File: config.mk
export PLATFORM = sky130hd
export DESIGN_NAME = i2c_register_access_port
export DESIGN_NICKNAME = d
export VERILOG_FILES = /design/src/hdl/i2c_port_pkg.sv /design/src/hdl/i2c_register_access_port.sv /design/src/hdl/word_fifo.sv
export VERILOG_INCLUDE_DIRS = /design/src /design/src/hdl
export SDC_FILE = /design/constraint.sdc
export NUM_CORES = 1
export LEC_CHECK = 0
export BUFFER_PORTS_ARGS = -buffer_cell sky130_fd_sc_hd__buf_2
export CAP_MARGIN = 0
export CORE_MARGIN = 2
export CORE_UTILIZATION = 59
export CTS_CLUSTER_DIAMETER = 120
export DETAILED_ROUTE_END_ITERATION = 10
export PLACE_DENSITY = 0.79
export SLEW_MARGIN = 20
export SYNTH_ARGS = -nofsm -noshare
export SYNTH_HDL_FRONTEND = slang
export SYNTH_SLANG_ARGS = --single-unit
File: constraint.sdc
create_clock -name clk -period 3.3 [get_ports clk]
set_input_delay 0.495 -clock clk [delete_from_list [all_inputs] [get_ports clk]]
set_output_delay 0.495 -clock clk [all_outputs]
set_load 0.05 [all_outputs]
File: src/hdl/i2c_port_map.svh
// constants for the serial register access port: target addresses, pointer
// range of the event queue, fifo shape and timing figures.
// assumes the includer has switched implicit nets off as it sees fit.
`ifndef I2C_PORT_MAP_SVH
`define I2C_PORT_MAP_SVH

`define TARGET_ADDR_STD  7'h34
`define TARGET_ADDR_ALT  7'h30
`define QUEUE_FIRST      8'h02
`define QUEUE_LAST       8'h12
`define PTR_STEP         8'h01
`define BITS_PER_BYTE    4'h8
`define WR_WORD_W        16
`define WR_FIFO_DEPTH    4
`define CLK_MHZ          25
`define DEFER_US         23
`define DEFER_CYC        10'((`DEFER_US) * (`CLK_MHZ))

`endif

File: src/hdl/i2c_port_pkg.sv
// types shared by the serial register access port.
// assumes nothing of its surroundings.
package i2c_port_pkg;

  typedef enum logic [3:0] {
    ST_IDLE     = 4'h0,
    ST_ADDR     = 4'h1,
    ST_ADDR_ACK = 4'h2,
    ST_PTR      = 4'h3,
    ST_PTR_ACK  = 4'h4,
    ST_WDATA    = 4'h5,
    ST_WDATA_ACK = 4'h6,
    ST_RDATA    = 4'h7,
    ST_RACK     = 4'h8
  } port_state_t;

endpackage

File: src/hdl/i2c_register_access_port.sv
// serial target port giving a host byte access to internal 8-bit registers.
// assumes scl and sda arrive asynchronously from pins; register writes leave
// through a small fifo, reads use a request strobe and a data input.
`timescale 1ns/100ps
`default_nettype none
`include "i2c_port_map.svh"

module i2c_register_access_port
  import i2c_port_pkg::*;
#(
  parameter bit ALT_VARIANT = 1'b0
) (
  input  wire logic        clk,
  input  wire logic        rst,
  input  wire logic        scl_in,
  input  wire logic        sda_in,
  output logic             sda_out,
  output logic             sda_oe,
  output logic             wr_valid,
  input  wire logic        wr_ready,
  output logic [7:0]       wr_addr,
  output logic [7:0]       wr_data,
  output logic             rd_req,
  output logic [7:0]       rd_addr,
  input  wire logic [7:0]  rd_data,
  output logic             update_hold,
  output logic             busy
);

  //////////////////////////////////////////////////////////////////////////
  // pin synchronisers and bus conditions

  logic scl_s1_reg, scl_s2_reg, scl_d_reg;
  logic sda_s1_reg, sda_s2_reg, sda_d_reg;
  logic scl_rise, scl_fall, start_cond, stop_cond;

  // three samples per edge leave wide margin at a 1 MHz bus clock
  always_ff @(posedge clk) begin
    if (rst) begin
      scl_s1_reg <= 1'b1;
      scl_s2_reg <= 1'b1;
      scl_d_reg  <= 1'b1;
      sda_s1_reg <= 1'b1;
      sda_s2_reg <= 1'b1;
      sda_d_reg  <= 1'b1;
    end else begin
      scl_s1_reg <= scl_in;
      scl_s2_reg <= scl_s1_reg;
      scl_d_reg  <= scl_s2_reg;
      sda_s1_reg <= sda_in;
      sda_s2_reg <= sda_s1_reg;
      sda_d_reg  <= sda_s2_reg;
    end
  end

  assign scl_rise   = scl_s2_reg && !scl_d_reg;
  assign scl_fall   = !scl_s2_reg && scl_d_reg;
  assign start_cond = scl_s2_reg && scl_d_reg && !sda_s2_reg && sda_d_reg;
  assign stop_cond  = scl_s2_reg && scl_d_reg && sda_s2_reg && !sda_d_reg;

  //////////////////////////////////////////////////////////////////////////
  // helpers

  localparam logic [6:0] OWN_ADDR =
    ALT_VARIANT ? `TARGET_ADDR_ALT : `TARGET_ADDR_STD;

  function automatic logic in_queue(input logic [7:0] p);
    in_queue = (p >= `QUEUE_FIRST) && (p <= `QUEUE_LAST);
  endfunction

  function automatic logic is_ack_state(input port_state_t s);
    is_ack_state = (s == ST_ADDR_ACK) || (s == ST_PTR_ACK) ||
                   (s == ST_WDATA_ACK);
  endfunction

  //////////////////////////////////////////////////////////////////////////
  // byte state machine

  port_state_t state_reg;
  logic [7:0]  shift_reg;
  logic [3:0]  cnt_reg;
  logic        rw_reg;
  logic [7:0]  ptr_reg;
  logic [7:0]  tx_reg;
  logic        byte_done;
  logic        fifo_in_ready;
  logic        push;

  assign byte_done = scl_fall && (cnt_reg == `BITS_PER_BYTE);
  assign push      = byte_done && (state_reg == ST_WDATA) && fifo_in_ready;

  always_ff @(posedge clk) begin
    if (rst) begin
      state_reg <= ST_IDLE;
      cnt_reg   <= 4'h0;
      shift_reg <= 8'h00;
      rw_reg    <= 1'b0;
    end else if (start_cond) begin
      state_reg <= ST_ADDR;
      cnt_reg   <= 4'h0;
    end else if (stop_cond) begin
      state_reg <= ST_IDLE;
    end else begin
      unique case (state_reg)
        ST_IDLE: begin
        end
        ST_ADDR, ST_PTR, ST_WDATA: begin
          if (scl_rise) begin
            shift_reg <= {shift_reg[6:0], sda_s2_reg};
            cnt_reg   <= cnt_reg + 4'h1;
          end
          if (byte_done) begin
            if (state_reg == ST_ADDR) begin
              // a foreign address drops out until the next start
              if (shift_reg[7:1] == OWN_ADDR) begin
                state_reg <= ST_ADDR_ACK;
                rw_reg    <= shift_reg[0];
              end else begin
                state_reg <= ST_IDLE;
              end
            end else if (state_reg == ST_PTR) begin
              state_reg <= ST_PTR_ACK;
            end else if (fifo_in_ready) begin
              state_reg <= ST_WDATA_ACK;
            end else begin
              // fifo full: not-acknowledge and drop out until the next start
              state_reg <= ST_IDLE;
            end
          end
        end
        ST_ADDR_ACK: begin
          if (scl_fall) begin
            cnt_reg   <= 4'h0;
            state_reg <= rw_reg ? ST_RDATA : ST_PTR;
          end
        end
        ST_PTR_ACK, ST_WDATA_ACK: begin
          if (scl_fall) begin
            cnt_reg   <= 4'h0;
            state_reg <= ST_WDATA;
          end
        end
        ST_RDATA: begin
          if (scl_rise) begin
            cnt_reg <= cnt_reg + 4'h1;
          end
          if (byte_done) begin
            state_reg <= ST_RACK;
          end
        end
        ST_RACK: begin
          if (scl_rise && sda_s2_reg) begin
            state_reg <= ST_IDLE;
          end else if (scl_fall) begin
            cnt_reg   <= 4'h0;
            state_reg <= ST_RDATA;
          end
        end
        default: begin
          state_reg <= ST_IDLE;
        end
      endcase
    end
  end

  //////////////////////////////////////////////////////////////////////////
  // register pointer and read fetch

  // fetch at the rise of the acknowledge bit so data is ready by the fall
  assign rd_req = scl_rise && !start_cond &&
                  (((state_reg == ST_ADDR_ACK) && rw_reg) ||
                   ((state_reg == ST_RACK) && !sda_s2_reg));
  assign rd_addr = ptr_reg;

  always_ff @(posedge clk) begin
    if (rst) begin
      ptr_reg <= 8'h00;
    end else if (byte_done && (state_reg == ST_PTR) && !start_cond &&
                 !stop_cond) begin
      ptr_reg <= shift_reg;
    end else if (push || rd_req) begin
      ptr_reg <= ptr_reg + `PTR_STEP;
    end
  end

  always_ff @(posedge clk) begin
    if (rst) begin
      tx_reg <= 8'h00;
    end else if (scl_fall && ((state_reg == ST_ADDR_ACK && rw_reg) ||
                              state_reg == ST_RACK)) begin
      tx_reg <= rd_data;
    end else if (scl_fall && state_reg == ST_RDATA && !byte_done) begin
      tx_reg <= {tx_reg[6:0], 1'b0};
    end
  end

  //////////////////////////////////////////////////////////////////////////
  // data line drive

  logic sda_oe_reg;

  // open drain: the line is only ever pulled low
  assign sda_out = 1'b0;
  assign sda_oe  = sda_oe_reg;

  always_ff @(posedge clk) begin
    if (rst) begin
      sda_oe_reg <= 1'b0;
    end else begin
      sda_oe_reg <= is_ack_state(state_reg) ||
                    ((state_reg == ST_RDATA) && !tx_reg[7]);
    end
  end

  //////////////////////////////////////////////////////////////////////////
  // write fifo

  word_fifo #(
    .WIDTH (`WR_WORD_W),
    .DEPTH (`WR_FIFO_DEPTH)
  ) u_wr_fifo (
    .clk       (clk),
    .rst       (rst),
    .in_valid  (push),
    .in_ready  (fifo_in_ready),
    .in_data   ({ptr_reg, shift_reg}),
    .out_valid (wr_valid),
    .out_ready (wr_ready),
    .out_data  ({wr_addr, wr_data})
  );

  //////////////////////////////////////////////////////////////////////////
  // transaction activity and update hold

  logic       busy_reg;
  logic       hold_reg;
  logic [9:0] idle_cnt_reg;
  logic       stalled;

  assign busy        = busy_reg;
  assign update_hold = hold_reg;
  // a stalled host must not defer event updates forever
  assign stalled     = (idle_cnt_reg == `DEFER_CYC);

  always_ff @(posedge clk) begin
    if (rst) begin
      busy_reg <= 1'b0;
    end else if (start_cond) begin
      busy_reg <= 1'b1;
    end else if (stop_cond) begin
      busy_reg <= 1'b0;
    end
  end

  always_ff @(posedge clk) begin
    if (rst) begin
      idle_cnt_reg <= 10'h000;
    end else if (!busy_reg || scl_rise || scl_fall) begin
      idle_cnt_reg <= 10'h000;
    end else if (!stalled) begin
      idle_cnt_reg <= idle_cnt_reg + 10'h001;
    end
  end

  always_ff @(posedge clk) begin
    if (rst) begin
      hold_reg <= 1'b0;
    end else begin
      hold_reg <= busy_reg && in_queue(ptr_reg) && !stalled;
    end
  end
endmodule

`default_nettype wire

File: src/hdl/word_fifo.sv
// small synchronous fifo with valid/ready on both sides.
// assumes one clock and a synchronous active-high reset.
`timescale 1ns/100ps
`default_nettype none

module word_fifo #(
  parameter int WIDTH = 16,
  parameter int DEPTH = 4
) (
  input  wire logic             clk,
  input  wire logic             rst,
  input  wire logic             in_valid,
  output logic                  in_ready,
  input  wire logic [WIDTH-1:0] in_data,
  output logic                  out_valid,
  input  wire logic             out_ready,
  output logic [WIDTH-1:0]      out_data
);

  localparam int AW = $clog2(DEPTH);

  logic [WIDTH-1:0] mem_reg [DEPTH];
  logic [AW-1:0]    wr_ptr_reg;
  logic [AW-1:0]    rd_ptr_reg;
  logic [AW:0]      count_reg;
  logic             push;
  logic             pop;

  assign in_ready  = (count_reg != (AW+1)'(DEPTH));
  assign out_valid = (count_reg != '0);
  assign push      = in_valid && in_ready;
  assign pop       = out_valid && out_ready;
  assign out_data  = mem_reg[rd_ptr_reg];

  function automatic logic [AW-1:0] wrap_inc(input logic [AW-1:0] p);
    wrap_inc = (p == AW'(DEPTH - 1)) ? '0 : p + AW'(1);
  endfunction

  always_ff @(posedge clk) begin
    if (push) begin
      mem_reg[wr_ptr_reg] <= in_data;
    end
  end

  always_ff @(posedge clk) begin
    if (rst) begin
      wr_ptr_reg <= '0;
      rd_ptr_reg <= '0;
      count_reg  <= '0;
    end else begin
      if (push) begin
        wr_ptr_reg <= wrap_inc(wr_ptr_reg);
      end
      if (pop) begin
        rd_ptr_reg <= wrap_inc(rd_ptr_reg);
      end
      if (push && !pop) begin
        count_reg <= count_reg + (AW+1)'(1);
      end else if (pop && !push) begin
        count_reg <= count_reg - (AW+1)'(1);
      end
    end
  end

endmodule

`default_nettype wire

# [Word-level counts from Yosys, hierarchy flattened]
# Memories as Yosys holds them, arrays and structs flattened. A register that Yosys moved wholly into a read port is not among the register bits.
# Cells that the tools add are included.
[totals] ff_bits=59 n_memories=1 inputBits=13 mem_bits_ro=0 latchBits=0 elab_cells=160 ram_bits=64
[classes] n_reduce_logical=68 n_mux=32 div_mod_pow=0 n_mul=0 bitwise_logic=3 shift=0 n_eq_ne=27 n_lt_le_gt_ge=2 addsub=7
[memory_table] memory="u_wr_fifo.mem_reg" depth=4 word_bits=16 rd=1 rd_clocked_by_memory_dff=1 write_ports=1 line_no="word_fifo.sv:22" text="logic [WIDTH-1:0] mem_reg [DEPTH];"
[op_table] cell="$mux W4" n=10
[op_table] cell="$mux W8" n=4
[op_table] cell="$logic_and A1 B1 Y1" n=29
[op_table] cell="$pmux W4 S6" n=1
[op_table] cell="$reduce_and A6 Y1" n=3
[op_table] cell="$eq A4 B3 Y1 const B" n=4
[op_table] cell="$ne A4 B4 Y1 const B" n=4
[op_table] cell="$mux W3" n=5
[op_table] cell="$logic_not A1 Y1" n=12
[op_table] cell="$pmux W4 S3" n=1
[op_table] cell="$add A10 B1 Y10 const B" n=1
[op_table] cell="$eq A10 B10 Y1 const B" n=1
[op_table] cell="$mux W2" n=5
[op_table] cell="$ne A2 B2 Y1 const B" n=5
[op_table] cell="$ne A3 B3 Y1 const B" n=3
[op_table] cell="$reduce_or A3 Y1" n=3
[op_table] cell="$add A8 B1 Y8 const B" n=1
[op_table] cell="$eq A4 B2 Y1 const B" n=2
[op_table] cell="$eq A4 B4 Y1 const B" n=2
[op_table] cell="$ge A8 B2 Y1 const B" n=1
[op_table] cell="$le A8 B5 Y1 const B" n=1
[op_table] cell="$logic_or A1 B1 Y1" n=8
[op_table] cell="$reduce_and A4 Y1" n=2
[op_table] cell="$reduce_bool A2 Y1" n=4
[op_table] cell="15 further kinds" n=27

# [Logic depth before layout (Yosys ltp)]
# Gate-level depths: netlist (run 1).
[logic_depth] word_depth=10 depth_mapped=11 ltp_nobuf=10

# [Modules after synthesis]
# A second synthesis (run 1) with hierarchy kept.
[hier_totals] hier_cells=448 area_unflattened_um2=5378.9
[by_module_without_submodules] module="word_fifo" n_inst=1 cells_each=132 area_per_inst_um2=2787.7
[by_module_without_submodules] module="i2c_register_access_port" n_inst=1 cells_each=316 area_per_inst_um2=2591.2

# [Worst setup path before layout (run 1)]
# No wires, ideal clock.
[synth_path] path_type="reg2reg" start="register cnt_reg[0]" end="register u_wr_fifo.count_reg[2]" t_required_ns=3.229 path_stages_with_launch=12 setup_time_ns=0.071 setup_slack_ns=0.633 period_less_slack_ns=2.667 t_arrival_ns=2.596 cell_sequence="dfxtp_1 > inv_1 > ha_1 > nand3b_1 > nor4_2 > clkbuf_1 > ha_1 > inv_1 > fa_1 > xor2_1 > or3_1 > a21oi_1"
[synth_via] elab_chain_len=8 word_cells_on_any_way=10
[synth_rtl] element="from (decl)" line_no="i2c_register_access_port.sv:81" text="logic [3:0] cnt_reg;"
[synth_rtl] element="from (signal assigned)" line_no="i2c_register_access_port.sv:110" text="cnt_reg <= cnt_reg + 4'h1;"
[synth_rtl] element="from (signal assigned)" line_no="i2c_register_access_port.sv:145" text="cnt_reg <= cnt_reg + 4'h1;"
[synth_rtl] element="$eq A4 B4 Y1 (no source line) *"
[synth_rtl] element="$logic_and A1 B1 Y1 *" line_no="i2c_register_access_port.sv:89" text="assign byte_done = scl_fall && (cnt_reg == `BITS_PER_BYTE);"
[synth_rtl] element="$logic_and A1 B1 Y1 * (2 in a row)" line_no="i2c_register_access_port.sv:90" text="assign push = byte_done && (state_reg == ST_WDATA) && fifo_in_ready;"
[synth_rtl] element="$logic_and A1 B1 Y1 *" line_no="word_fifo.sv:31" text="assign push = in_valid && in_ready;"
[synth_rtl] element="named net u_wr_fifo.push" line_no="word_fifo.sv:26" text="logic push;"
[synth_rtl] element="$logic_not A1 Y1" line_no="word_fifo.sv:59" text="end else if (pop && !push) begin"
[synth_rtl] element="$logic_and A1 B1 Y1" line_no="word_fifo.sv:59"
[synth_rtl] element="$reduce_bool A2 Y1 (no source line)"
[synth_rtl] element="to (signal assigned)" line_no="word_fifo.sv:58" text="count_reg <= count_reg + (AW+1)'(1);"
[synth_rtl] element="to (signal assigned)" line_no="word_fifo.sv:60" text="count_reg <= count_reg - (AW+1)'(1);"
[synth_rtl] element="to (decl)" line_no="word_fifo.sv:25" text="logic [AW:0] count_reg;"
# The timed path passes the listed nets; every way through them passes the cells marked *.
# A chain may end at the register's enable or synchronous reset.

# [Final worst setup path (run 1)]
[layout_path] start="register state_reg[3]" end="output port rd_req"
[layout_via] elab_chain_len=4 word_cells_on_any_way=6
[layout_rtl] element="from (decl)" line_no="i2c_register_access_port.sv:79" text="port_state_t state_reg;"
[layout_rtl] element="from (signal assigned)" line_no="i2c_register_access_port.sv:134" text="state_reg <= rw_reg ? ST_RDATA : ST_PTR;"
[layout_rtl] element="$eq A4 B2 Y1 / $eq A4 B4 Y1 (equally long branches)" line_no="i2c_register_access_port.sv:171, i2c_register_access_port.sv:172"
[layout_rtl] element="$logic_and A1 B1 Y1 (on tied branches)" line_no="i2c_register_access_port.sv:171, i2c_register_access_port.sv:172"
[layout_rtl] element="$logic_or A1 B1 Y1 *" line_no="i2c_register_access_port.sv:171" text="(((state_reg == ST_ADDR_ACK) && rw_reg) ||"
[layout_rtl] element="$logic_and A1 B1 Y1 *" line_no="i2c_register_access_port.sv:170" text="assign rd_req = scl_rise && !start_cond &&"
[layout_rtl] element="to (decl)" line_no="i2c_register_access_port.sv:23" text="output logic rd_req,"
# Mark *: on every way between the ends. The rest lies on a longest branch, timed or not.

==> impl_metrics.yaml, run 1 <==
run_status:
  outcome: "finished, final reports clean"
global_route:
  grt_max_degree: 41
  use_met1_pct: 28.0
  grt_antenna_before_repair: 1
  grt.met2_usage_pct: 37.8
  overflow: 0
  track_usage_pct: 23.0
  grt_pass1_wl_um: 17200
  met3_usage_pct: 7.31
  grt_pass1_vias: 3498
  grt.busiest_layer: "met2"
timing:
  fin_skew_ps: 7.35
  min_period_over_period_pct: 84.6
  tns_ps: 0
  rsz0062_at_grt: "no"
  finalSetupViolCount: 0
  fin_crit_ps: 2790
  drv_slew: 0
  worst_pin_slew_ps: 780
  relSlewSlack_pct: 48.0
  fin_ws_ps: 508
  finalHoldViolCount: 0
  max_freq_mhz: 358
cells_and_area:
  layout.cells.non_filler: 605
  seq_area_mm2: 0.00314
  multiInputGateArea_mm2: 0.00210
  fillerInstances: 595
  finalInstanceArea_mm2: 0.00624
  syn2layout_area_growth_pct: 16.3
  largest_register_ffs: 64
  nets: 509
  drive_above_1_share_pct: 22.9
  diodes: 0
setup_path:
  cp-start-kind: "flip-flop"
  timing.rr.end: "u_wr_fifo.count_reg[2]"
  reg2reg_from: "cnt_reg[0]"
  reg2reg_depth: 10
  cp-end-kind: "output pin"
  r2r_slack_ps: 740
  slowest_delay_ps: 610
  crit_start: "state_reg[3]"
  slowest_stage: "dfxtp_1"
  crit_buf_inv: 1
  crit_path_cell_trace: "or3b_1 > a211oi_4 > buf_2"
  crit_required_ps: 2800
  critical_path_class: "flip-flop to output pin"
  critPathTopFamily: "flip-flops"
  cp_max_fo: 17
  arrival_ps: 2300
placement:
  gp_congestion: 0.865
  dp_hpwl_um: 6740
  placed_area_mm2: 0.00569
  placed_cells: 573
  pre_cts_ws_ps: 793
  io_buffers: 41
die:
  fp.dieH_um: 99.4
  rows: 34
  dieArea_mm2: 0.00987
  ioPinCount: 43
  core_mm2: 0.00876
  start_util_pct: 61.2
  die_w_um: 99.4
drt:
  firstDrtPassIters: 5
  routed_via_density: 5.85
  avgRoutedWirePerCell_um: 17.4
  final_antenna_net_count: 0
  drc_errors: 0
  drt_iter0_drc: 200
  via_count: 3541
  wirelength_um: 10500
clocking:
  clock_latency_ps: 520
  post_cts_buffers: 0
  ctsResizeCount: 0
  htreeDepth: 4
  cts_hold_buf: 0
  cts_buffers: 17
  clk_pin_slew_ps: 60
  cts_sinks: 125
  cts_tree: "built"
  clockRootBuffer: "clkbuf_8"
  cts_max_path_buffers: 2
hold_path:
  min_from: "scl_in"
  holdPathEnd: "scl_s1_reg"
  hold_depth: 2
  hp-class: "primary input to flip-flop"
synth:
  synth_edf_count: 64
  netlist_instances: 434
  synth-async-reset-ratio_pct: 0
  synth_top_family_by_area: "simple AND/OR/NAND/NOR gates"
  synth-adder-area-share_pct: 2.94
  syn_nets: 459
  synth_simple_gate_area_share_pct: 14.2
  ys_ff_latch: 125
  netlist_area_mm2: 0.00537
  syn_area_per_cell_um2: 12.4
  synthMuxAreaShare_pct: 9.14
  ys_seq_area_share_pct: 58.6
  synth_warnings: 0
  synth_compound_area_share_pct: 10.1
  ys.flop_type: "edfxtp_1"
  yosys.area_share.xor_xnor_pct: 2.78
  synth_cell_types: 54
power_and_ir_drop:
  peakVddDrop_uv: 327
  pwr_density_cell_mw_per_mm2: 546
  power.leakage_nw: 2.34
job:
  maxCapViolCount: 0
-- cell type report --
type / count / share of cell area [%]
inverter: 12 / 0.722
clock buffer: 17 / 6.64
clock inverter: 15 / 2.23
sequential: 125 / 50.4
timing repair buffer: 48 / 4.13
multi-input combinational: 280 / 33.7
tap: 108 / 2.17
-- synthesized netlist by cell type (6+ instances only) --
cell type	count	share of area, %
nor3_1	7	0.65
nor2b_1	6	0.70
a21oi_1	26	2.4
xnor2_1	6	0.98
nand3_1	13	1.2
nand2b_1	8	0.93
o21ai_0	16	1.5
dfxtp_1	61	23
ha_1	11	2.6
inv_1	12	0.84
mux4_2	16	6.7
or3_1	8	0.93
nor2_1	38	2.7
nand2_1	20	1.4
xor2_1	11	1.8
clkbuf_1	12	0.84
or2_2	8	0.93
a22oi_1	8	1.1
mux2i_1	13	2.4
edfxtp_1	64	36
-- metal layers --
metal	vias to the layer above	wire, um
met5	-	13
met2	83	5330
met4	2	199
li1	1721	-
met3	25	475
met1	1710	4520
-- stage by stage --
| stage | util (%) | hold WS, ps | power (mW) |
|---|---|---|---|
| after floorplan | - | 389 | 1.69 |
| after global placement | 64.9 | 392 | 1.70 |
| after detailed placement | 64.9 | 402 | 1.70 |
| after CTS | 71.2 | 137 | 3.44 |
| after global routing | 71.2 | 138 | 3.51 |
| final | 71.2 | 153 | 3.40 |
-- placed cells by master, fill, tap and decap left out, types with 3 or more instances in the layout --
cell	netlist	final
inv_6	0	5
edfxtp_1	64	64
buf_2	4	41
nand3_1	13	13
dfxtp_1	61	61
ha_1	11	11
and2_1	5	5
clkinvlp_4	0	3
nand4_1	5	5
xnor2_1	6	6
a211oi_1	4	4
mux4_2	16	16
a21oi_1	26	26
nand2_1	20	20
nor2b_1	6	6
xor2_1	11	11
inv_1	12	12
nand3b_1	4	4
nand2b_1	8	8
nor3b_1	4	4
a22oi_1	8	8
or3_1	8	8
clkbuf_16	0	16
buf_4	1	7
o21ai_0	16	16
nor3_1	7	7
nor2_1	38	38
a21o_1	3	3
or2_2	8	8
and3_1	5	5
a2bb2oi_1	3	3
mux2i_1	13	13
-- power by group --
| group | leakage (nW) | switching [mW] | internal, mW |
|---|---|---|---|
| Combinational | 0.942 | 0.0298 | 0.0160 |
| Sequential | 1.13 | 0.00486 | 1.62 |
| Clock | 0.265 | 0.722 | 1.01 |
| Total | 2.34 | 0.756 | 2.65 |
-- cells by family (layout without fill, tap and decap cells) --
kind of cell,Yosys count,in the layout
AND/OR/NAND/NOR,142,142
flip-flops,125,125
AO/OA/AOI/OAI,79,79
multiplexers,29,29
buffers and inverters,29,92
XOR/XNOR,17,17
adder cells (fa/ha/maj),12,12
other,1,1
-- worst max path at each step --
stage,slack [ps],cells after the start,to
final,510,3,rd_req
after global routing,390,3,rd_req
after CTS,490,3,rd_req
after detailed placement,790,10,u_wr_fifo.count_reg[2]
after global placement,920,10,u_wr_fifo.count_reg[2]
after floorplan,630,11,u_wr_fifo.count_reg[2]
No activity file was read; power rests on OpenSTA's default activity.
==> inputs of run 2 (changes only) <==
CORE_UTILIZATION = 54   (was 59)
PLACE_DENSITY = 0.76   (was 0.79)
clock period = 2.43 ns   (was 3.3 ns; I/O delays follow)
==> run 2 against run 1 <==
Compared with the run above: clock skew is 7.9 ps higher; highest routed layer is now met4; cell area is 5.2% higher; worst setup slack worse by 400 ps.
==> impl_metrics.yaml, run 2 (synthesis results as in run 1) <==
setup_path:
  cp-start-kind: "flip-flop"
  critical_path_class: "flip-flop to output pin"
  slowest_stage: "or3b_1"
  crit_path_cell_trace: "buf_4 > or3b_1 > a211oi_4 > buf_4"
  cp_max_fo: 16
  cpMostUsedCell: "buf_4"
  slowest_delay_ps: 410
  crit_required_ps: 2070
  arrival_ps: 1960
  cp-end-kind: "output pin"
cells_and_area:
  mostFrequentLayoutCell: "edfxtp_1"
  multiInputGateArea_mm2: 0.00217
  finalInstanceArea_mm2: 0.00656
  nets: 526
  fillerInstances: 748
  drive_above_1_share_pct: 27.6
  diodes: 0
  final_cell_mix: "edfxtp_1, dfxtp_1, buf_2"
  largest_register_ffs: 64
  layout.cells.non_filler: 647
  seq_area_mm2: 0.00315
  syn2layout_area_growth_pct: 22.3
drt:
  wirelength_um: 10900
  via_count: 3634
  final_antenna_net_count: 0
  firstDrtPassIters: 5
  routed_via_density: 5.62
  drc_errors: 0
  avgRoutedWirePerCell_um: 16.8
  drt_iter0_drc: 170
placement:
  placed_cells: 610
  gp_congestion: 0.782
  io_buffers: 41
  dp_hpwl_um: 6860
  placed_area_mm2: 0.00584
clocking:
  cts_tree: "built"
  clock_latency_ps: 510
  cts_hold_buf: 0
  htreeDepth: 4
  clockRootBuffer: "clkbuf_8"
  cts_buffers: 17
  cts_max_path_buffers: 2
  cts_sinks: 125
  clk_pin_slew_ps: 60
die:
  fp.dieH_um: 104
  core_mm2: 0.00973
  die_w_um: 104
  dieArea_mm2: 0.0107
  start_util_pct: 55.1
  ioPinCount: 43
  rows: 36
timing:
  fin_crit_ps: 2320
  finalSetupViolCount: 0
  worst_pin_slew_ps: 553
  max_freq_mhz: 431
  min_period_over_period_pct: 95.5
  fin_skew_ps: 15.2
  tns_ps: 0
  drv_slew: 0
  finalHoldViolCount: 0
  relSlewSlack_pct: 63.1
power_and_ir_drop:
  peakVddDrop_uv: 487
  power.leakage_nw: 2.48
  pwr_density_cell_mw_per_mm2: 769
global_route:
  grt_antenna_before_repair: 0
  grt_pass1_wl_um: 18000
  overflow: 0
  grt.busiest_layer: "met2"
  track_usage_pct: 21.2
  use_met1_pct: 24.9
  grt_max_degree: 41
  met3_usage_pct: 4.72
  grt_pass1_vias: 3766
  grt.met2_usage_pct: 37.4
run_status:
  outcome: "finished, final reports clean"
hold_path:
  hp-class: "primary input to flip-flop"
job:
  maxCapViolCount: 0
-- run 2: changes by cell type in the layout (fill, tap and decap cells not counted), moves of 2 or more --
cell	change
clkinvlp_4	-3
dfxtp_1	-2
ha_1	-2
ha_4	+2
bufinv_16	+4
buf_4	+18
dfxtp_2	+2
inv_1	-3
inv_2	+3
-- run 2: power by group --
group / internal (mW) / leakage [nW] / switching (mW) / total (mW)
sequential: 2.20 / 1.13 / 0.00442 / 2.21
clock: 1.80 / 0.319 / 0.974 / 2.77
combinational: 0.0236 / 1.03 / 0.0435 / 0.0671
total: 4.02 / 2.48 / 1.02 / 5.04
-- run 2: cell type report --
class                   count  area share, %
repair buffers             65           5.91
inverters                  12          0.686
multi-input cells         280           33.0
well taps                 133           2.54
flip-flops and latches    125           47.9
clock buffers              18           6.37
clock inverters            14           3.51
-- run 2: path summary, 6_finish.rpt --
kind	endpoint	cells after the start	startpoint	slack (ps)
worst max-delay path	rd_req	4	state_reg[3]	110
worst min-delay path	sda_s1_reg	2	sda_in	40
worst min register to register	sda_s2_reg	1	sda_s1_reg	410
worst max register to register	u_wr_fifo.count_reg[2]	10	cnt_reg[0]	110
-- run 2: through the flow --
step / setup slack, ps / power [mW] / util [%] / hold WS [ps]
detailed placement: 170 / 2.32 / 60.1 / 397
global placement: 268 / 2.32 / 60.1 / 394
global route: -11.1 / 5.17 / 67.4 / 25.9
CTS: 74.1 / 5.08 / 66.8 / 14.8
finish: 109 / 5.04 / 67.4 / 36.4
floorplan: 10.3 / 2.29 / - / 389
-- run 2: metal layers --
layer | wire, um | part of all wire [%] | vias up
li1 | - | - | 1755
met5 | 0 | 0 | -
met3 | 421 | 3.9 | 11
met4 | 110 | 1.0 | 0
met1 | 4500 | 41 | 1791
met2 | 5820 | 54 | 77
-- run 2: what timing repair did --
| action | 4_1_cts | 5_1_grt |
|---|---|---|
| setup endpoints to repair | 1 | 1 |
| buffers inserted | 1 | 4 |
| pin swaps | 1 | 7 |
| resized for setup | 1 | 10 |
-- run 2: worst max-delay path, delay by kind of cell, from the launching register on --
family,cells,cell delay (ps)
buffers and inverters,2,450
and+or+nand+nor,1,410
DFF,1,330
AOI/OAI and AO/OA,1,270
